**config.mk**
```make
export PLATFORM = sky130hd
export DESIGN_NAME = pdb_bank
export DESIGN_NICKNAME = d
export VERILOG_FILES = /design/src/pkg/pdb_pkg.sv /design/src/verilog/pdb_bank.sv
export SDC_FILE = /design/constraint.sdc
export NUM_CORES = 1
export LEC_CHECK = 0
export ABC_AREA = 1
export BUFFER_PORTS_ARGS = -buffer_cell sky130_fd_sc_hd__buf_2
export CORE_UTILIZATION = 35
export CTS_CLUSTER_DIAMETER = 50
export CTS_CLUSTER_SIZE = 24
export DETAILED_ROUTE_END_ITERATION = 10
export SLEW_MARGIN = 10
export SYNTH_ARGS = -nofsm -noshare
export SYNTH_HDL_FRONTEND = slang
export SYNTH_SLANG_ARGS = --single-unit
```
**constraint.sdc**
```tcl
create_clock -name i_clk -period 3.47 [get_ports i_clk]
set_input_delay 0.1735 -clock i_clk [delete_from_list [all_inputs] [get_ports i_clk]]
set_output_delay 0.1735 -clock i_clk [all_outputs]
set_load 0.01 [all_outputs]
```
**src/pkg/pdb_pkg.sv**
```systemverilog
// constants and state type for the peripheral disable bank
package pdb_pkg;
  localparam int ADDR_W = 4;
  localparam int DATA_W = 8;
  localparam logic [ADDR_W-1:0] SYS_MISC_OFF = 4'h0;
  localparam logic [ADDR_W-1:0] TMR_OSC_OFF = 4'h1;
  localparam logic [DATA_W-1:0] RESET_VAL = 8'h00;
  localparam logic [DATA_W-1:0] SYS_MISC_MASK = 8'hc7;
  localparam logic [DATA_W-1:0] TMR_OSC_MASK = 8'hff;
  localparam logic [DATA_W-1:0] READ_ZERO = 8'h00;
  localparam int BIT_SYSCLK = 7;
  localparam int BIT_VREF = 6;
  localparam int BIT_NVMEM = 2;
  localparam int BIT_REFCLK = 1;
  localparam int BIT_PINCHG = 0;
  localparam int BIT_NCO = 7;
  localparam int NUM_TIMERS = 7;
  localparam int CLK_MHZ = 20;
  localparam int NVM_WAKE_NS = 1000;
  localparam int NVM_WAKE_CYC = (NVM_WAKE_NS * CLK_MHZ + 999) / 1000;
  localparam int WAKE_W = 8;

  typedef struct packed {
    logic [DATA_W-1:0] sys_and_misc_disable;
    logic [DATA_W-1:0] timer_osc_disable;
    logic [DATA_W-1:0] rdata;
    logic periph_sysclk_off;
    logic vref_off;
    logic nvmem_off;
    logic refclk_out_off;
    logic pin_change_irq_off;
    logic numeric_osc_off;
    logic [NUM_TIMERS-1:0] timer_off;
    logic [WAKE_W-1:0] nvmem_wake_cnt;
    logic nvmem_ready;
  } pdb_state_t;
endpackage

```
**src/verilog/pdb_bank.sv**
```systemverilog
// peripheral disable register bank with per-function gating outputs
//
// Overview of operation
// bit 7 of sys_and_misc_disable set stops peripheral system clock distribution.
// only functions fed by the gated system clock see that gate; others run on.
// bit 6 of sys_and_misc_disable set turns the fixed voltage reference off.
// bit 2 of sys_and_misc_disable set blocks all data nonvolatile memory reads and writes.
// while nvmem_off is set, nvmem control register writes are ignored.
// while nvmem_off is set, indirect pointer reads of nonvolatile memory return zero.
// software waits up to 1 us after clearing nvmem_off before touching memory data.
// bit 1 of sys_and_misc_disable set turns the reference clock output off.
// bit 0 of sys_and_misc_disable set turns pin-change interrupts of all ports off.
// bits 5 to 3 of sys_and_misc_disable ignore writes and read as zero.
// all implemented bits are read/write and clear to zero on any reset.
// bits 6 to 0 of timer_osc_disable each turn off the timer of the same index.
// a disabled function is frozen, held in reset, ignores writes, reads 0x00, outputs 0.
// a re-enabled function restarts from its reset state.
// software leaves a function alone for one instruction cycle after enabling it.
// bit 7 of timer_osc_disable set turns the numerically controlled oscillator off.
// a disable bit change reaches the gating outputs two clock edges after the write.
`timescale 1ns/100ps
`default_nettype none

module pdb_bank
(
  input wire logic i_clk,
  input wire logic i_rst,
  input wire logic [pdb_pkg::ADDR_W-1:0] i_addr,
  input wire logic [pdb_pkg::DATA_W-1:0] i_wdata,
  input wire logic i_wr,
  input wire logic i_rd,
  output logic [pdb_pkg::DATA_W-1:0] o_rdata,
  output logic o_periph_sysclk_off,
  output logic o_vref_off,
  output logic o_nvmem_off,
  output logic o_refclk_out_off,
  output logic o_pin_change_irq_off,
  output logic o_numeric_osc_off,
  output logic [pdb_pkg::NUM_TIMERS-1:0] o_timer_off,
  output logic o_nvmem_ready
);

  pdb_pkg::pdb_state_t state;
  pdb_pkg::pdb_state_t next_state;

  always_comb
  begin
    next_state = state;
    next_state.rdata = pdb_pkg::READ_ZERO;
    if (i_wr)
    begin
      // mask unimplemented bits
      if (i_addr == pdb_pkg::SYS_MISC_OFF)
        next_state.sys_and_misc_disable = i_wdata & pdb_pkg::SYS_MISC_MASK;
      // read/write bits
      if (i_addr == pdb_pkg::TMR_OSC_OFF)
        next_state.timer_osc_disable = i_wdata & pdb_pkg::TMR_OSC_MASK;
    end
    if (i_rd)
    begin
      if (i_addr == pdb_pkg::SYS_MISC_OFF)
        next_state.rdata = state.sys_and_misc_disable;
      else if (i_addr == pdb_pkg::TMR_OSC_OFF)
        next_state.rdata = state.timer_osc_disable;
    end
    // sysclk gate output
    next_state.periph_sysclk_off = state.sys_and_misc_disable[pdb_pkg::BIT_SYSCLK];
    // vref gate
    next_state.vref_off = state.sys_and_misc_disable[pdb_pkg::BIT_VREF];
    // nvmem block
    next_state.nvmem_off = state.sys_and_misc_disable[pdb_pkg::BIT_NVMEM];
    // refclk gate
    next_state.refclk_out_off = state.sys_and_misc_disable[pdb_pkg::BIT_REFCLK];
    // pin-change gate
    next_state.pin_change_irq_off = state.sys_and_misc_disable[pdb_pkg::BIT_PINCHG];
    // oscillator gate
    next_state.numeric_osc_off = state.timer_osc_disable[pdb_pkg::BIT_NCO];
    // timer gates
    next_state.timer_off = state.timer_osc_disable[pdb_pkg::NUM_TIMERS-1:0];
    // nvmem wake delay after enable
    if (state.sys_and_misc_disable[pdb_pkg::BIT_NVMEM])
    begin
      next_state.nvmem_wake_cnt = '0;
      next_state.nvmem_ready = 1'b0;
    end
    else if (state.nvmem_wake_cnt != pdb_pkg::WAKE_W'(pdb_pkg::NVM_WAKE_CYC))
    begin
      next_state.nvmem_wake_cnt = state.nvmem_wake_cnt + 1'b1;
      next_state.nvmem_ready = 1'b0;
    end
    else
      next_state.nvmem_ready = 1'b1;
  end

  always_ff @(posedge i_clk)
  begin
    // clear disable bits on reset; preload wake count and set nvmem ready
    if (i_rst)
    begin
      state <= '0;
      state.sys_and_misc_disable <= pdb_pkg::RESET_VAL;
      state.timer_osc_disable <= pdb_pkg::RESET_VAL;
      state.nvmem_wake_cnt <= pdb_pkg::WAKE_W'(pdb_pkg::NVM_WAKE_CYC);
      state.nvmem_ready <= 1'b1;
    end
    else
      state <= next_state;
  end

  // outputs from flip-flops
  assign o_rdata = state.rdata;
  assign o_periph_sysclk_off = state.periph_sysclk_off;
  assign o_vref_off = state.vref_off;
  assign o_nvmem_off = state.nvmem_off;
  assign o_refclk_out_off = state.refclk_out_off;
  assign o_pin_change_irq_off = state.pin_change_irq_off;
  assign o_numeric_osc_off = state.numeric_osc_off;
  assign o_timer_off = state.timer_off;
  assign o_nvmem_ready = state.nvmem_ready;

endmodule // pdb_bank

`default_nettype wire

```
==> Yosys cells after proc, flatten, opt, wreduce, memory -nomap -nowiden <==
Index checks and enable logic that the tools add are counted.
{ "totals": {"regBits": 43, "in_bits": 16, "word_cells": 31} }
{ "classes": {"addsub": 1, "n_eq_ne": 2, "n_mux": 5, "bitwise": 2, "n_reduce_logical": 7} }
{ "op_table": {"columns": ["cell", "n"], "rows": [
  ["8-bit 2-to-1 mux", 2],
  ["8-bit by 1-bit adder with 8-bit output (second input constant)", 1],
  ["8-bit by 5-bit != test with 1-bit output (second input constant)", 1],
  ["6-bit 2-to-1 mux", 1],
  ["5-bit 2-to-1 mux", 1],
  ["4-bit by 1-bit == test with 1-bit output (second input constant)", 1],
  ["4-bit logical NOT", 1],
  ["2-bit AND reduction", 2],
  ["2-bit OR reduction", 2],
  ["4-bit OR reduction", 1],
  ["1-bit NOT", 2],
  ["2-bit nonzero test", 1],
  ["1-bit 2-to-1 mux", 1]
]} }

==> Logic depth before layout (Yosys ltp) <==
Gate-level depths: netlist of run 1.
{ "depth": {"word_depth": 3, "mapped_depth": 8, "mapped_depth_nobuf": 8} }

==> Worst setup path after synthesis of run 1 <==
Ideal clock, no wire load.
{ "synth_timing": {"kind": "flip-flop to flip-flop", "from": "register state[1] (netlist name)", "to": "register state[1] (netlist name)", "setup_ns": 0.116, "arrival_ns": 0.991, "setup_slack_ns": 2.363, "stages_incl_launch_ff": 9, "period_less_slack_ns": 1.107, "path_cell_list": "dfxtp_1 > inv_1 > ha_1 > nand2_1 > nor2_1 > nand2_1 > nand2_1 > nand2_1 > nor2_1"} }
{ "synth_via": {"elab_chain_len": 1, "elab_cells_between_ends": 2, "cone_classes": "1 x add/sub; 1 x eq/ne"} }
{ "synth_rtl": {"columns": ["element", "line", "text"], "rows": [
  ["start, declared", "pdb_bank.sv:43", "pdb_pkg::pdb_state_t state;"],
  ["start signal, assigned", "pdb_bank.sv:107", "state <= next_state;"],
  ["8-bit by 1-bit adder with 8-bit output / 8-bit by 5-bit != test with 1-bit output (equally long branches)", "pdb_bank.sv:88, pdb_bank.sv:86", null]
]} }
Several ways; a longest one is shown, not always the timed one.
A chain may end at the register's enable or synchronous reset.

==> Final worst setup path of run 1 <==
Ends and elaborated chain as after synthesis.

==> results of run 1 <==
-- cell families (layout without fill, tap and decap cells) --
family | count (synthesis) | count (layout)
compound gates | 11 | 11
xor+xnor | 2 | 2
fa+ha+maj | 2 | 2
buf+inv | 43 | 70
flops | 43 | 43
simple gates | 125 | 125
-- registers in the layout, summed over array words and instances, names as in the netlist --
name,flops
o_periph_sysclk_off,1
o_rdata,8
o_vref_off,1
state,8
o_pin_change_irq_off,1
o_nvmem_ready,1
next_state,13
o_refclk_out_off,1
o_nvmem_off,1
o_timer_off,7
o_numeric_osc_off,1
-- area by class of cell --
cell class | count | area share
clock buffers | 6 | 0.0375
clock inverters | 2 | 0.00647
inverters | 25 | 0.0485
multi-input cells | 140 | 0.323
repair buffers | 37 | 0.0958
well taps | 67 | 0.0434
flip-flops and latches | 43 | 0.445
-- how the worst min path moves through the flow --
stage,slack [ns],start,depth (start not counted),end
finish,0.11,i_wdata[3],3,next_state[12]
global route,0.10,i_wdata[4],3,next_state[13]
CTS,0.1,i_wdata[3],3,next_state[12]
detailed placement,0.41,i_wdata[3],3,next_state[12]
global placement,0.40,i_wdata[4],3,next_state[13]
floorplan,0.25,i_rst,1,o_numeric_osc_off
-- critical path: stages, from the launching register on --
cell and delay, ns:
dfxtp_1 0.39, inv_1 0.10, ha_1 0.21, nand2_1 0.06, nor2_1 0.04, nand2_1 0.14, nand2_1 0.07, nand2_1 0.06
nor2_1 0.04
-- cells in the final DEF (no fill, tap or decap), drive strengths merged --
cell type and count:
a21oi 4, ha 2, inv 25, xor2 2, clkbuf 6, nand4 1
buf 37, nand3 9, clkinvlp 1, nor2 59, clkinv 1, o21ai 7
dfxtp 43, nand2 56
-- metrics by stage --
step | util | worst slack (ns)
floorplan | - | 2.36
global placement | 0.391 | 2.15
detailed placement | 0.391 | 2.14
CTS | 0.409 | 2.24
global route | 0.409 | 2.14
finish | 0.409 | 2.25
-- power by group through the flow --
stage | clock, uW | sequential, uW | combinational, uW
global placement | 0 | 559 | 172
global route | 341 | 553 | 207
detailed placement | 0 | 558 | 172
finish | 305 | 548 | 172
floorplan | 0 | 556 | 133
CTS | 320 | 547 | 173
-- layer usage --
metal,vias to the layer above,wire length [um],track usage
met3,7,163,0.0403
li1,715,-,-
met2,30,1420,0.214
met1,575,1450,0.162
met4,0,76,0.0784
met5,-,0,0
==> results by group, run 1 <==
Placement
  • Detailed placement HPWL: 2080 um
  • Gpl congestion: 0.813
  • Dpl cells: 312
  • Post-DP Area: approximately 0.0018 mm2
  • Port bufs: 37

Clock network
  • TritonCTS clock tree: built
  • Root buf cell: clkbuf_8
  • Hold-fix buffers, CTS: 0
  • Clock-pin slew on the worst setup and hold paths: 0.08 ns
  • Worst skew pair latency: 0.29 ns
  • TritonCTS Buffers: 5
  • Clock Sinks: 43
  • CTS Buffer Depth: 2
  • Setup Buffers After CTS: 0
  • H-tree depth: 2
  • Post-CTS Resized: 0

Power and ir drop
  • Leakage: 0.000974 uW
  • Sw frac: 0.289
  • Combinational cell fraction of total power: 0.168
  • Sequential share of power: 0.534
  • Maximum vdd drop: 208 uV
  • P_sw: 296 uW
  • Clk network pwr share: 0.298
  • Total power: between 1000 and 1500 uW
  • Pwr dens: 530 mW/mm2
  • Int Pwr: 729 uW

Yosys
  • Area leader, netlist: dfxtp_1
  • Synth Area in Simple Gates: 0.306
  • Multiplexer share of the synthesized area: 0
  • Top-count cell post-synth: nand2_1
  • Synthesized area per cell: 7.61 um2
  • Netlist cell types: 20
  • Area share of the largest cell type after synthesis: 0.500
  • Post-synth EDFFs: 0
  • Async set-reset flop share out of synthesis: 0
  • Part of the Yosys area used for sequential elements: 0.500
  • Syn nets: 244
  • Compound-Gate Fraction of Synth Area: 0.0320
  • Synth Area in XOR/XNOR: 0.0102
  • Largest family of logic cells by synthesized area: simple AND/OR/NAND/NOR gates
  • Mapped cell area: between 0.0015 and 0.002 mm2
  • Synth Register Bits: 43
  • Synth top area cells: dfxtp_1, nand2_1, nor2_1
  • Synth top cells by count: nand2_1, nor2_1, dfxtp_1
  • Top FF cell, synth: dfxtp_1
  • Post-Synth Adder-Cell Area: 0.0145
  • Warnings from Yosys: 0
  • Gate Count Post-Synth: 226

Layout
  • Fin area: ~0.0019 mm2
  • Final #Nets: 270
  • Area of the multi-input gates: 624 um2
  • Final non-filler cell total: 320
  • Antenna diodes: 0
  • Fill count: ~520
  • FF+latch area: 861 um2
  • Area growth syn-to-layout: 12.4%
  • Fraction of layout cells with a size suffix above 1: 0.206

Worst setup path
  • CP Class: register to register
  • FF-to-FF path depth: 8
  • Launch point of the worst path: state[1]
  • WP data arrival: 1.41 ns
  • Reg2reg end: state[1]
  • Reg2reg start: state[1]
  • Worst Path Required: 3.66 ns
  • Max FO, Critical Path: 5
  • Worst setup endpoint: state[1]
  • R2r setup slk: between 2 and 2.5 ns
  • Critical Path Start Type: register
  • Crit end category: register

Die
  • Die height: between 70 and 80 um
  • Die X: 72.1 um
  • Starting density of the core: 0.364
  • IO Pins: 38
  • Cell row count: 25
  • Die Area: 0.00520 mm2
  • Core box area: 0.00472 mm2

Min path
  • Min-delay worst type: input pin to register

STA
  • Final setup vio count: 0
  • Endpoints failing hold: 0
  • Fin. max-slew vios: 0
  • Worst Tran Pin Value: ~0.33 ns
  • Crit share post-route: 0.353
  • Unrepaired setup endpoints after global routing: no
  • Fin crit period: 1.22 ns
  • Clock skew: slightly above 0.004 ns
  • Slew Limit Headroom: 0.780
  • Hold WS: roughly 0.11 ns
  • TNS Setup: 0 ns
  • FMAX: 817 MHz

Routing
  • Vias: 1,327
  • Vias per cell: 4.15
  • Post-Route WL: 3100 um
  • Initial detailed-routing violation count: 58
  • Post-route ant nets: 0
  • DR pass1 iterations: 4
  • DRC viols: 0
  • WL/cell: 9.69 um

Global route
  • Number of global-route vias before repair: 1,218
  • Largest net degree at the start of global routing: 19
  • Total global routing overflow: 0
  • Gr usage total: 0.135
  • First-pass GRT wire length: approximately 5300 um
  • Initial antenna violation count: 0

Status
  • Status: complete, no violations

Run
  • MaxCap Viol Count: 0
(Power assumes the default switching activity.)
==> inputs of run 2 (changes only) <==
Clock period 3.47 ns to 1.05 ns, I/O delays scaled along.
==> run 2 against run 1 <==
The run now ends with design-rule violations left. Sequential power rose to 3.4 times the previous value. Setup slack worse by 2.2 ns. Non-clock buffer count up 12. Critical path type unchanged. Critical endpoint is now state[2]. Highest routed layer unchanged.
==> results by group, run 2 (synthesis gave the netlist of run 1 again) <==
Worst setup path
  • Critical Path Start Type: register
  • Max FO, Critical Path: 5 (unchanged)
  • Worst Path Required: 1.27 ns (-2.39 ns)
  • WP data arrival: 1.27 ns (-0.14 ns)
  • Crit end category: register
  • CP Class: register to register

Die
  • Die Area: 0.00520 mm2 (unchanged)
  • IO Pins: 38 (unchanged)
  • Core box area: 0.00472 mm2 (unchanged)
  • Cell row count: 25 (unchanged)
  • Starting density of the core: 0.364 (unchanged)
  • Die height: 72.1 um (unchanged)
  • Die X: 72.1 um (unchanged)

Clock network
  • Worst skew pair latency: 0.29 ns (about the same)
  • TritonCTS Buffers: 5 (unchanged)
  • Root buf cell: clkbuf_8
  • TritonCTS clock tree: built
  • Setup Buffers After CTS: 0 (unchanged)
  • H-tree depth: 2 (unchanged)
  • Clock Sinks: 43 (unchanged)
  • Clock-pin slew on the worst setup and hold paths: 0.09 ns (about the same)
  • CTS Buffer Depth: 2 (unchanged)

Routing
  • Post-route ant nets: 0 (unchanged)
  • Vias: 1,364 (+2.8%)
  • Vias per cell: 4.11 (-0.93%)
  • WL/cell: 9.76 um (+0.64%)
  • Initial detailed-routing violation count: 26 (-55%)
  • Post-Route WL: 3240 um (+4.4%)
  • DR pass1 iterations: 6 (+2)
  • DRC viols: 2 (+2)

Layout
  • Area growth syn-to-layout: 22.5%
  • Antenna diodes: 0 (unchanged)
  • Final #Nets: 282 (+4.4%)
  • Fraction of layout cells with a size suffix above 1: 0.279 (+0.0737)
  • Most frequent cells in the layout: nand2_1, nor2_1, dfxtp_1
  • Max reg flops: 13 (unchanged)
  • Fin area: 0.00211 mm2 (+9.0%)
  • Final non-filler cell total: 332 (+3.8%)
  • Commonest non-fill, non-tap cell in the layout: nand2_1

Status
  • Status: finished with violations
  • Failing checks: design-rule violations

STA
  • Clock skew: 0.00972 ns (+0.00563 ns)
  • FMAX: 954 MHz (+17%)
  • TNS Setup: 0 ns (unchanged)
  • Crit share post-route: 0.999 (+0.646)
  • Endpoints failing hold: 0 (unchanged)
  • Fin. max-slew vios: 0 (unchanged)
  • Unrepaired setup endpoints after global routing: yes
  • Fin crit period: 1.05 ns (-0.175 ns)
  • Worst Tran Pin Value: 0.302 ns (-0.0280 ns)
  • Final setup vio count: 0 (unchanged)
  • Slew Limit Headroom: 0.798 (+0.0185)

Run
  • MaxCap Viol Count: 0 (unchanged)

Power and ir drop
  • Total power: 3770 uW (+270%)
  • P_sw: 1130 uW (+280%)
  • Int Pwr: 2640 uW (+260%)
  • Combinational cell fraction of total power: 0.219 (+0.051)
  • Clk network pwr share: 0.291 (-0.007)
  • Leakage: 0.00104 uW (+6.8%)
  • Sequential share of power: 0.489 (-0.045)
  • Maximum vdd drop: 738 uV (+250%)
  • Sw frac: 0.301 (+0.0121)
  • Pwr dens: 1790 mW/mm2 (+240%)

Global route
  • Initial antenna violation count: 0 (unchanged)
  • First-pass GRT wire length: 5250 um (-1.3%)
  • Gr usage total: 0.134 (-0.000629)
  • Total global routing overflow: 0 (unchanged)
  • Number of global-route vias before repair: 1,253 (+2.9%)
  • Largest net degree at the start of global routing: 17 (-2)

Placement
  • Gpl congestion: 0.796 (-2.1%)
  • Detailed placement HPWL: 2210 um (+6.2%)
  • Post-DP Area: 0.00189 mm2 (+2.5%)
  • Dpl cells: 318 (+1.9%)
  • Port bufs: 37 (unchanged)

Min path
  • Min-delay worst type: input pin to register
## run 2: cell types whose count changed in the layout (fill, tap and decap cells not counted), sizes merged
cell	previous run	this run
buf	37	43
dlygate4sd3	0	6
## run 2: metal layers
layer / up-vias / global-route usage / wire length [um]
met5: - / 0 / 0
met4: 0 / 0.0850 / 85
met3: 7 / 0.0403 / 117
met2: 27 / 0.216 / 1510
met1: 592 / 0.156 / 1520
li1: 738 / - / -
## run 2: final cells by class
cell class,instances,area [um2]
Fill cell,470,2620
Sequential cell,43,868
Multi-Input combinational cell,140,669
Timing Repair Buffer,49,290
Inverter,25,96.3
Tap cell,67,83.8
Clock buffer,6,82.6
Clock inverter,2,16.3
## run 2: through the flow
step                      utilization  hold slack, ns  setup WS [ns]
after floorplan                     -           0.125         0.0115
after global placement          0.401           0.280        -0.0397
after detailed placement        0.401           0.288        -0.0675
after CTS                       0.439         0.00124        -0.0122
after global routing            0.446          0.0156        -0.0588
final                           0.446         0.00635        0.00156
## run 2: power groups by stage
stage / Clock (uW) / Sequential [uW] / Combinational, uW
after detailed placement: 0 / 1850 / 636
after CTS: 1150 / 1820 / 727
after global placement: 0 / 1850 / 636
after floorplan: 0 / 1850 / 438
final: 1100 / 1840 / 826
after global routing: 1220 / 1860 / 932
## run 2: what timing repair did
action                     CTS  global route
gates resized for setup      7            11
hold endpoints to repair     9             0
hold buffers                 6             0
pin swaps                    2             1
setup endpoints to repair    6             9
## run 2: worst paths after layout
| path | startpoint | to | slack [ns] | cells after the start |
|---|---|---|---|---|
| setup / recovery | state[2] | state[2] | 0.002 | 8 |
| hold / removal | i_wdata[2] | next_state[11] | 0.006 | 3 |
| setup reg to reg | state[2] | state[2] | 0.002 | 8 |
| hold reg to reg | next_state[21] | o_periph_sysclk_off | 0.45 | 2 |
## run 2: worst max-delay path, cell delays in order, from the launching register on
cell,delay [ns]
dfxtp_4,0.36
inv_4,0.06
ha_4,0.13
nand2_2,0.05
nor2_2,0.09
nand2_2,0.09
nand2_1,0.08
nand2_1,0.05
nor2_1,0.07
